--- src/rtl/bps_pkg.sv ---
// package: constants and carriers for the branch and peripheral select block
package bps_pkg;
  // opcode field values
  localparam logic [5:0] OP_BRU = 6'h01;
  localparam logic [5:0] OP_BAT = 6'h02;
  localparam logic [5:0] OP_BOI = 6'h03;
  localparam logic [5:0] OP_BOS = 6'h04;
  localparam logic [5:0] OP_SPU = 6'h06;
  localparam logic [5:0] OP_NOP = 6'h08;
  localparam logic [5:0] OP_BSM = 6'h0a;
  localparam logic [5:0] OP_BSZ = 6'h0b;
  // instruction field positions
  localparam int OP_HI    = 23;
  localparam int OP_LO    = 18;
  localparam int K_HI     = 17;
  localparam int K_LO     = 14;
  localparam int X_HI     = 17;
  localparam int X_LO     = 15;
  localparam int I_BIT    = 14;
  localparam int M_HI     = 13;
  localparam int M_LO     = 0;
  localparam int XFER_BIT = 17;
  localparam int DIR_BIT  = 16;
  localparam int CMD_HI   = 15;
  localparam int CMD_LO   = 8;
  localparam int UNIT_HI  = 6;
  localparam int UNIT_LO  = 0;
  localparam int SAVE_HI  = 23;
  localparam int SAVE_LO  = 19;
  // state branch selector codes
  localparam logic [3:0] BOS_IE = 4'h8;
  localparam logic [3:0] BOS_OV = 4'h9;
  // addresses, steps and reset values
  localparam logic [13:0] ZERO_ADDR = 14'h0000;
  localparam logic [13:0] PC_STEP   = 14'h0001;
  localparam logic [13:0] ADDR_RST  = 14'h0000;
  localparam logic [23:0] WORD_RST  = 24'h000000;
  localparam logic [4:0]  FLAGS_RST = 5'h00;
  // indicators, packed in saved-word order
  typedef struct packed {
    logic ov;
    logic gt;
    logic eq;
    logic lt;
    logic cb;
  } bps_flags_t;
  // memory write request
  typedef struct packed {
    logic        we;
    logic [13:0] addr;
    logic [23:0] data;
  } bps_mem_t;
  // peripheral select bundle
  typedef struct packed {
    logic        sel;
    logic        xfer;
    logic        dir;
    logic [7:0]  cmd;
    logic [6:0]  unit;
    logic [23:0] wdata;
  } bps_per_t;
  // sequencer states
  typedef enum logic [1:0] {
    ST_IDLE = 2'b00,
    ST_CALL = 2'b01,
    ST_PER  = 2'b10
  } bps_state_t;
endpackage

--- src/rtl/bps_exec.sv ---
// module: executes branch, call, peripheral select and no-operation words
// Operation
// [RL1] accumulator test: opcode, 4-bit selector, 14-bit target
// [RL2] bit 17 positive, bit 16 zero
// [RL3] zero is neither positive nor negative
// [RL4] bit 15 negative, bit 14 odd
// [RL5] several selected tests: branch if any holds
// [RL6] indicator branch tests greater, equal, less, common
// [RL7] indicator and state branches use raw target
// [RL8] state selector 0-7 switches, 10 interrupt enable
// [RL9] state selector 11 tests and clears overflow
// [RL10] selectors 12-17 test console switches 0-5
// [RL11] call at target: save pc+1, branch target+1
// [RL12] call at target saves five indicators high
// [RL13] call at zero: save pc+1 at zero
// [RL14] call at zero saves five indicators high
// [RL15] calls two cycles, others one cycle; the code gives peripheral select two cycles as well
// [RL16] peripheral select drives 7-bit unit address
// [RL17] command field gated to the addressed unit
// [RL18] transfer bit set moves one word
// [RL19] direction bit: 0 out, 1 into accumulator
// [RL20] unit status loads four comparison indicators
// [RL21] no-operation only advances program counter
// [RL22] pc and eight index registers 14 bits
// [RL23] indirect unconditional branch reloads saved indicators
// [RL24] failed test: next address, indicators kept
`timescale 1ns/100ps
`default_nettype none
module bps_exec (
  input  wire logic               ref_clk,
  input  wire logic               rst_n,
  input  wire logic               issue,
  input  wire logic [23:0]        instr,
  input  wire logic [13:0]        cur_pc,
  input  wire logic [23:0]        ind_word,
  input  wire logic [23:0]        acc,
  input  wire logic [7:0]         sw_flops,
  input  wire logic               ie_flag,
  input  wire logic [5:0]         console_sw_pin,
  input  wire logic               flag_we,
  input  wire bps_pkg::bps_flags_t flag_wdata,
  input  wire logic               idx_we,
  input  wire logic [2:0]         idx_sel,
  input  wire logic [13:0]        idx_wdata,
  input  wire logic [3:0]         per_status,
  input  wire logic [23:0]        per_rdata,
  output logic                    ready_q,
  output logic                    done_q,
  output logic                    taken_q,
  output logic [13:0]             next_pc_q,
  output bps_pkg::bps_flags_t     flags_q,
  output bps_pkg::bps_mem_t       mem_q,
  output logic                    acc_we_q,
  output logic [23:0]             acc_wdata_q,
  output bps_pkg::bps_per_t       per_q
);

  // sequencer state and next values
  bps_pkg::bps_state_t state_q;      // current step
  bps_pkg::bps_state_t state_d;      // next step
  logic                ready_d;      // may take a word next cycle
  logic                done_d;       // retire pulse
  logic                taken_d;      // branch was taken
  logic [13:0]         next_pc_d;    // next address
  bps_pkg::bps_flags_t flags_d;      // indicators
  bps_pkg::bps_mem_t   mem_d;        // memory write request
  logic                acc_we_d;     // accumulator load pulse
  logic [23:0]         acc_wdata_d;  // accumulator load value
  bps_pkg::bps_per_t   per_d;        // peripheral bundle

  // index registers, idx_q
  logic [13:0] idx_q [8];            // [RL22]

  // console switches come from pins: two flops first
  logic [5:0] cs_meta_q;             // first stage, read only by second
  logic [5:0] cs_sync_q;             // safe to use

  // per-entry index register write
  genvar gi;
  generate
    for (gi = 0; gi < 8; gi++)
    begin : g_idx
      always_ff @(posedge ref_clk or negedge rst_n)
      begin
        if (!rst_n)
          idx_q[gi] <= bps_pkg::ADDR_RST;
        else if (idx_we && (idx_sel == 3'(gi)))
          idx_q[gi] <= idx_wdata;
      end
    end
  endgenerate

  // console switch synchroniser
  always_ff @(posedge ref_clk or negedge rst_n)
  begin
    if (!rst_n)
    begin
      cs_meta_q <= 6'h00;
      cs_sync_q <= 6'h00;
    end
    else
    begin
      cs_meta_q <= console_sw_pin;
      cs_sync_q <= cs_meta_q;
    end
  end

  // field decode
  wire logic [5:0]  opc      = instr[bps_pkg::OP_HI:bps_pkg::OP_LO];
  wire logic [3:0]  ksel     = instr[bps_pkg::K_HI:bps_pkg::K_LO]; // [RL1]
  wire logic [13:0] m_raw    = instr[bps_pkg::M_HI:bps_pkg::M_LO];
  wire logic [2:0]  xsel     = instr[bps_pkg::X_HI:bps_pkg::X_LO];
  wire logic        ind_bit  = instr[bps_pkg::I_BIT];
  wire logic        issue_ok = issue && ready_q;

  // opcode strobes
  wire logic is_bru = (opc == bps_pkg::OP_BRU);
  wire logic is_bat = (opc == bps_pkg::OP_BAT);
  wire logic is_boi = (opc == bps_pkg::OP_BOI);
  wire logic is_bos = (opc == bps_pkg::OP_BOS);
  wire logic is_spu = (opc == bps_pkg::OP_SPU);
  wire logic is_bsm = (opc == bps_pkg::OP_BSM);
  wire logic is_bsz = (opc == bps_pkg::OP_BSZ);
  wire logic is_nop = (opc == bps_pkg::OP_NOP);

  // effective address; core supplies the indirect word already fetched
  wire logic [13:0] m_idx = m_raw + idx_q[xsel];
  wire logic [13:0] ea    = ind_bit ? ind_word[bps_pkg::M_HI:bps_pkg::M_LO] : m_idx;
  wire logic [13:0] pc_inc = cur_pc + bps_pkg::PC_STEP;

  // accumulator tests; zero is its own state
  wire logic acc_zero = (acc == bps_pkg::WORD_RST);
  wire logic acc_neg  = acc[23] && !acc_zero;            // [RL3]
  wire logic acc_pos  = !acc[23] && !acc_zero;           // [RL2] [RL3]
  wire logic acc_odd  = acc[0];                          // [RL4]
  wire logic [3:0] bat_src = {acc_pos, acc_zero, acc_neg, acc_odd};
  wire logic bat_hit = |(ksel & bat_src);                // [RL5]

  // indicator tests, any selected one set
  wire logic [3:0] boi_src = {flags_q.gt, flags_q.eq, flags_q.lt, flags_q.cb};
  wire logic boi_hit = |(ksel & boi_src);                // [RL6]

  // state sources; selector picks exactly one
  wire logic [15:0] bos_src = {cs_sync_q, flags_q.ov, ie_flag, sw_flops}; // [RL8] [RL10]
  wire logic bos_hit = bos_src[ksel];

  // conditional branch outcome on raw target
  wire logic cond_op  = is_bat || is_boi || is_bos;
  wire logic cond_hit = (is_bat && bat_hit) || (is_boi && boi_hit) || (is_bos && bos_hit);
  wire logic [13:0] cond_pc = cond_hit ? m_raw : pc_inc; // [RL7] [RL24]

  // saved return word: indicators high, return address low
  wire logic [23:0] save_word = {flags_q, 5'h00, pc_inc}; // [RL11] [RL12] [RL14]

  // next-value logic for the whole sequencer
  always_comb
  begin
    state_d     = state_q;
    ready_d     = ready_q;
    done_d      = 1'b0;
    taken_d     = taken_q;
    next_pc_d   = next_pc_q;
    flags_d     = flag_we ? flag_wdata : flags_q;
    mem_d       = mem_q;
    mem_d.we    = 1'b0;
    acc_we_d    = 1'b0;
    acc_wdata_d = acc_wdata_q;
    per_d       = per_q;
    per_d.sel   = 1'b0;
    case (state_q)
      bps_pkg::ST_IDLE:
      begin
        if (issue_ok)
        begin
          // default retire: next sequential word
          done_d    = 1'b1;
          taken_d   = 1'b0;
          next_pc_d = pc_inc;                            // [RL21]
          if (is_bru)
          begin
            taken_d   = 1'b1;
            next_pc_d = ea;
            // indirect return restores saved indicators
            if (ind_bit)
              flags_d = bps_pkg::bps_flags_t'(ind_word[bps_pkg::SAVE_HI:bps_pkg::SAVE_LO]); // [RL23]
          end
          else if (cond_op)
          begin
            taken_d   = cond_hit;
            next_pc_d = cond_pc;                         // [RL24]
            // overflow test clears the indicator
            if (is_bos && (ksel == bps_pkg::BOS_OV))
              flags_d.ov = 1'b0;                         // [RL9]
          end
          else if (is_bsm || is_bsz)
          begin
            // write now, retire on the second cycle
            done_d    = 1'b0;
            ready_d   = 1'b0;
            taken_d   = 1'b1;
            state_d   = bps_pkg::ST_CALL;               // [RL15]
            mem_d.we  = 1'b1;
            mem_d.addr = is_bsm ? ea : bps_pkg::ZERO_ADDR; // [RL13]
            mem_d.data = save_word;
            next_pc_d = is_bsm ? (ea + bps_pkg::PC_STEP) : ea; // [RL11] [RL13]
          end
          else if (is_spu)
          begin
            // unit answers while select is high
            done_d      = 1'b0;
            ready_d     = 1'b0;
            state_d     = bps_pkg::ST_PER;
            per_d.sel   = 1'b1;
            per_d.unit  = instr[bps_pkg::UNIT_HI:bps_pkg::UNIT_LO]; // [RL16]
            per_d.cmd   = instr[bps_pkg::CMD_HI:bps_pkg::CMD_LO];   // [RL17]
            per_d.xfer  = instr[bps_pkg::XFER_BIT];                 // [RL18]
            per_d.dir   = instr[bps_pkg::DIR_BIT];                  // [RL19]
            per_d.wdata = acc;
          end
        end
      end
      bps_pkg::ST_CALL:
      begin
        // second machine cycle of a call
        done_d  = 1'b1;                                  // [RL15]
        ready_d = 1'b1;
        state_d = bps_pkg::ST_IDLE;
      end
      bps_pkg::ST_PER:
      begin
        // take status, and the word when reading
        flags_d.gt = per_status[3];                      // [RL20]
        flags_d.eq = per_status[2];
        flags_d.lt = per_status[1];
        flags_d.cb = per_status[0];
        if (per_q.xfer && per_q.dir)
        begin
          acc_we_d    = 1'b1;                            // [RL18] [RL19]
          acc_wdata_d = per_rdata;
        end
        done_d  = 1'b1;
        ready_d = 1'b1;
        state_d = bps_pkg::ST_IDLE;
      end
      default:
      begin
        // unknown code: return to idle safely
        ready_d = 1'b1;
        state_d = bps_pkg::ST_IDLE;
      end
    endcase
  end

  // register stage; every output leaves from here
  always_ff @(posedge ref_clk or negedge rst_n)
  begin
    if (!rst_n)
    begin
      state_q     <= bps_pkg::ST_IDLE;
      ready_q     <= 1'b1;
      done_q      <= 1'b0;
      taken_q     <= 1'b0;
      next_pc_q   <= bps_pkg::ADDR_RST;
      flags_q     <= bps_pkg::bps_flags_t'(bps_pkg::FLAGS_RST);
      mem_q       <= '0;
      acc_we_q    <= 1'b0;
      acc_wdata_q <= bps_pkg::WORD_RST;
      per_q       <= '0;
    end
    else
    begin
      state_q     <= state_d;
      ready_q     <= ready_d;
      done_q      <= done_d;
      taken_q     <= taken_d;
      next_pc_q   <= next_pc_d;
      flags_q     <= flags_d;
      mem_q       <= mem_d;
      acc_we_q    <= acc_we_d;
      acc_wdata_q <= acc_wdata_d;
      per_q       <= per_d;
    end
  end
endmodule // bps_exec
`default_nettype wire

--- config.mk ---
export PLATFORM = sky130hd
export DESIGN_NAME = bps_exec
export DESIGN_NICKNAME = d
export VERILOG_FILES = /design/src/rtl/bps_pkg.sv /design/src/rtl/bps_exec.sv
export SDC_FILE = /design/constraint.sdc
export NUM_CORES = 1
export LEC_CHECK = 0
export BUFFER_PORTS_ARGS = -buffer_cell sky130_fd_sc_hd__buf_2
export CAP_MARGIN = 15
export CELL_PAD_IN_SITES_DETAIL_PLACEMENT = 1
export CELL_PAD_IN_SITES_GLOBAL_PLACEMENT = 2
export CORE_MARGIN = 4
export CORE_UTILIZATION = 28
export CTS_CLUSTER_DIAMETER = 50
export DETAILED_ROUTE_END_ITERATION = 16
export PLACE_DENSITY = 0.66
export SLEW_MARGIN = 20
export SYNTH_ARGS = -nofsm -noshare
export SYNTH_HDL_FRONTEND = slang
export SYNTH_SLANG_ARGS = --single-unit
export TNS_END_PERCENT = 20
--- constraint.sdc ---
create_clock -name ref_clk -period 3.7 [get_ports ref_clk]
set_input_delay 0.37 -clock ref_clk [delete_from_list [all_inputs] [get_ports ref_clk]]
set_output_delay 0.37 -clock ref_clk [all_outputs]
set_load 0.01 [all_outputs]
==> results.sh <==
export IMPL_status="complete, no violations"
export IMPL_post_route_min_period_ns=3.63
export IMPL_first_pass_iters=4
export IMPL_gp_congestion=0.819
export IMPL_wl_um=42200
export IMPL_drv_cap=0
export IMPL_num_vias=9644
export IMPL_hold_slack_ns=0.0441
export IMPL_tightest_slew_ns=0.948
export IMPL_synth_area_leader_cell="dfrtp_1"
export IMPL_crit_path_start_kind="flop"
export IMPL_grt_max_degree=81
export IMPL_antenna_found_initial=9
export IMPL_fin_ws_ns=0.0724
export IMPL_final_core_util_pct=38.5
export IMPL_core_area_um2=43500
export IMPL_grt_pass1_vias=10396
export IMPL_critPathMaxStageDelay_ns=0.60
export IMPL_period_share_pct=98.0
export IMPL_r2r_setup_slack_ns=0.07
export IMPL_rows=76
export IMPL_syn_to_final_growth_pct=34.5
export IMPL_fmax_mhz=276
export IMPL_wire_per_inst_um=21.4
export IMPL_skew_ns=0.0263
export IMPL_synth_most_common_cell="dfrtp_1"
export IMPL_power_total_uw=10600
export IMPL_clkPwrFrac_pct=37.3
export IMPL_sw_frac_of_total_pct=30.9
export IMPL_worstHoldEndpoint="acc_wdata_q[3]"
export IMPL_place_ws_ns=-0.293
export IMPL_drc=0
export IMPL_r2r_cells=12
export IMPL_cts_tree="done"
export IMPL_synth_edf_count=0
export IMPL_hold_violations=0
export IMPL_power_density_nw_per_um2=634
export IMPL_clk_latency_ns=0.56
export IMPL_path_cells="mux4_2 -> mux2_4 -> ha_4 -> fa_2 -> a211oi_4 -> o21a_1 -> o221ai_2 -> or4b_4 -> nor2_4 -> nor3_2 -> a211o_1 -> o22a_1"
export IMPL_internal_power_uw=7320
export IMPL_peakVddDrop_v=0.000348
export IMPL_async_reset_ff_share_pct=100
export IMPL_combPwrFrac_pct=27.6
export IMPL_cts_inserted_buffers=40
export IMPL_portBuffers=273
export IMPL_ys_warn_count=0
export IMPL_arrival_ns=4.05
export IMPL_root_buffer="clkbuf_16"
export IMPL_yosysSeqAreaShare_pct=50.2
export IMPL_synth_cell_types=88
export IMPL_switchingPower_uw=3270
export IMPL_viasPerCell=4.90
export IMPL_htreeDepth=2
export IMPL_drive_above_1_share_pct=50.8
export IMPL_syn_inst=990
export IMPL_crit_path_top_delay_cell="or4b_4"
export IMPL_setup_viol=0
export IMPL_stdcell_area_um2=16700
export IMPL_slew_headroom_pct=36.7
export IMPL_critical_path_class="reg2reg"
export IMPL_cts_setup_buffers=0
export IMPL_antenna_left=0
export IMPL_r2r_end="next_pc_q[7]"
export IMPL_hp_class="in2reg"
export IMPL_drv_slew=0
export IMPL_min_from="per_rdata[3]"
export IMPL_end_kind="flop"
export IMPL_cts_path_max_buffers=3
export IMPL_synth_commonest_cells="dfrtp_1 (248), mux2_2 (194), nand2_1 (79), nor2_1 (45), clkbuf_1 (39)"
export IMPL_synth_ff_type="dfrtp_1"
export IMPL_leakagePower_uw=0.00764
export IMPL_grt_usage_pct=17.5
export IMPL_start_util_pct=28.6
export IMPL_avgSynthCellArea_um2=12.5
export IMPL_drt_iter0_markers=342
export IMPL_grt_first_pass_wirelength_um=64600
export IMPL_required_ns=4.13
export IMPL_die_h_um=219
export IMPL_seq_power_share_pct=35.1
export IMPL_clk_transition_reported_paths_ns=0.06
export IMPL_netlist_area_leader_share_pct=50.0
export IMPL_grt_overflow_total=0
export IMPL_crit_fanout=3
export IMPL_nets=1527
export IMPL_ys_seq_elements=249
export IMPL_cts_sinks=249
export IMPL_placed_cell_area_um2=15100
export IMPL_crit_reg2reg_launch="idx_q[98]"
export IMPL_min_path_cells=2
export IMPL_die_w_um=219
export IMPL_rsz0062_at_grt="true"
export IMPL_synth_area_leaders="dfrtp_1 (50%), mux2_2 (18%), mux4_2 (5.8%)"
export IMPL_synth_area_um2=12400
export IMPL_post_dp_hpwl_um=31500
export IMPL_die_area_um2=47800
export IMPL_io_pins=284
[worst max path at each step]
stage              start             to  slack, ns  depth (start not counted)
2_1_floorplan  instr[15]   next_pc_q[7]      -0.22                         15
6_report       idx_q[98]   next_pc_q[7]       0.07                         12
4_1_cts        idx_q[98]  next_pc_q[10]      0.005                         12
3_3_place_gp   instr[15]  next_pc_q[10]      -0.30                         13
5_1_grt        idx_q[98]  next_pc_q[13]      -0.09                         13
3_5_place_dp   instr[15]  next_pc_q[13]      -0.29                         13
[layout make-up]
class                           count  area, um^2
Antenna cell                        2        5.00
Multi-Input combinational cell    671        6050
Clock buffer                       50        1080
Inverter                           15        56.3
Tap cell                          585         732
Fill cell                        4777       26700
Sequential cell                   249        6230
Timing Repair Buffer              374        2220
Clock inverter                     22         335
[through the flow]
| step | std cells | setup TNS [ns] |
|---|---|---|
| finish | 1968 | 0 |
| global route | 1968 | -0.549 |
| CTS | 1966 | 0 |
| detailed placement | 1878 | -2.08 |
| global placement | 1878 | -1.95 |
| floorplan | 994 | -1.13 |
[timing repair]
| action | CTS | global route |
|---|---|---|
| pin swaps | 1 | 5 |
| hold buffers | 16 | 0 |
| endpoints found under the setup margin | 5 | 8 |
| gates resized for setup | 2 | 8 |
| hold endpoints to repair | 91 | 0 |
[sequential cells by signal, summed over array words and instances, names as in the netlist]
signal / count
acc_wdata_q: 24
acc_we_q: 1
cs_meta_q: 6
cs_sync_q: 6
done_q: 1
flags_q: 5
idx_q: 112
mem_q: 34
next_pc_q: 14
per_q: 42
ready_q: 1
state_q: 2
taken_q: 1
[cell usage in the layout (no fill, tap or decap), types with 5 or more instances in the layout]
| master | n |
|---|---|
| a211oi_1 | 10 |
| a21oi_1 | 19 |
| a221o_1 | 8 |
| a221oi_1 | 10 |
| a31oi_1 | 5 |
| and3_1 | 9 |
| buf_2 | 272 |
| buf_4 | 81 |
| bufinv_16 | 6 |
| clkbuf_1 | 7 |
| clkbuf_16 | 41 |
| conb_1 | 5 |
| dfrtp_1 | 248 |
| dlygate4sd3_1 | 16 |
| ha_1 | 14 |
| ha_4 | 5 |
| inv_1 | 13 |
| mux2_2 | 193 |
| mux2i_1 | 12 |
| mux4_2 | 32 |
| nand2_1 | 79 |
| nand3_1 | 15 |
| nand4_1 | 8 |
| nand4b_1 | 5 |
| nor2_1 | 44 |
| nor3_1 | 10 |
| nor3b_1 | 5 |
| nor4_1 | 8 |
| o21ai_0 | 36 |
| o21ai_1 | 7 |
| o31ai_1 | 5 |
| or3_1 | 6 |
| xnor2_1 | 13 |
| xor2_1 | 5 |
[power by group through the flow]
| stage | Clock (uW) | Combinational [uW] | Sequential [uW] |
|---|---|---|---|
| after floorplan | 0 | 1580 | 3810 |
| after global placement | 0 | 2850 | 3740 |
| after detailed placement | 0 | 2910 | 3760 |
| after CTS | 4070 | 2960 | 3720 |
| after global routing | 4190 | 3240 | 3800 |
| final | 3950 | 2930 | 3710 |
[worst max-delay path: cells and delay by family (launching register included)]
family                     cells  cell delay [ns]
adders and majority gates      2             0.60
AOI/OAI and AO/OA              5             0.96
DFF                            1             0.39
and+or+nand+nor                3             0.78
muxes                          2             0.75
[kinds of logic after synthesis]
logic type / synth area share (%)
AO/OA/AOI/OAI: 9.02
XOR/XNOR: 1.27
adder cells (fa/ha/maj): 2.07
buffers and inverters: 3.05
flip-flops: 50.2
multiplexers: 24.4
other: 0.0302
AND/OR/NAND/NOR: 10.0
[metal layers]
| metal | vias up | global-route usage [%] | part of all wire, % |
|---|---|---|---|
| met5 | - | 0 | 0.076 |
| met4 | 6 | 4.02 | 1.6 |
| met3 | 59 | 4.63 | 5.9 |
| met2 | 220 | 29.1 | 49 |
| met1 | 4921 | 22.9 | 43 |
| li1 | 4438 | - | - |
(Power assumes the default switching activity.)
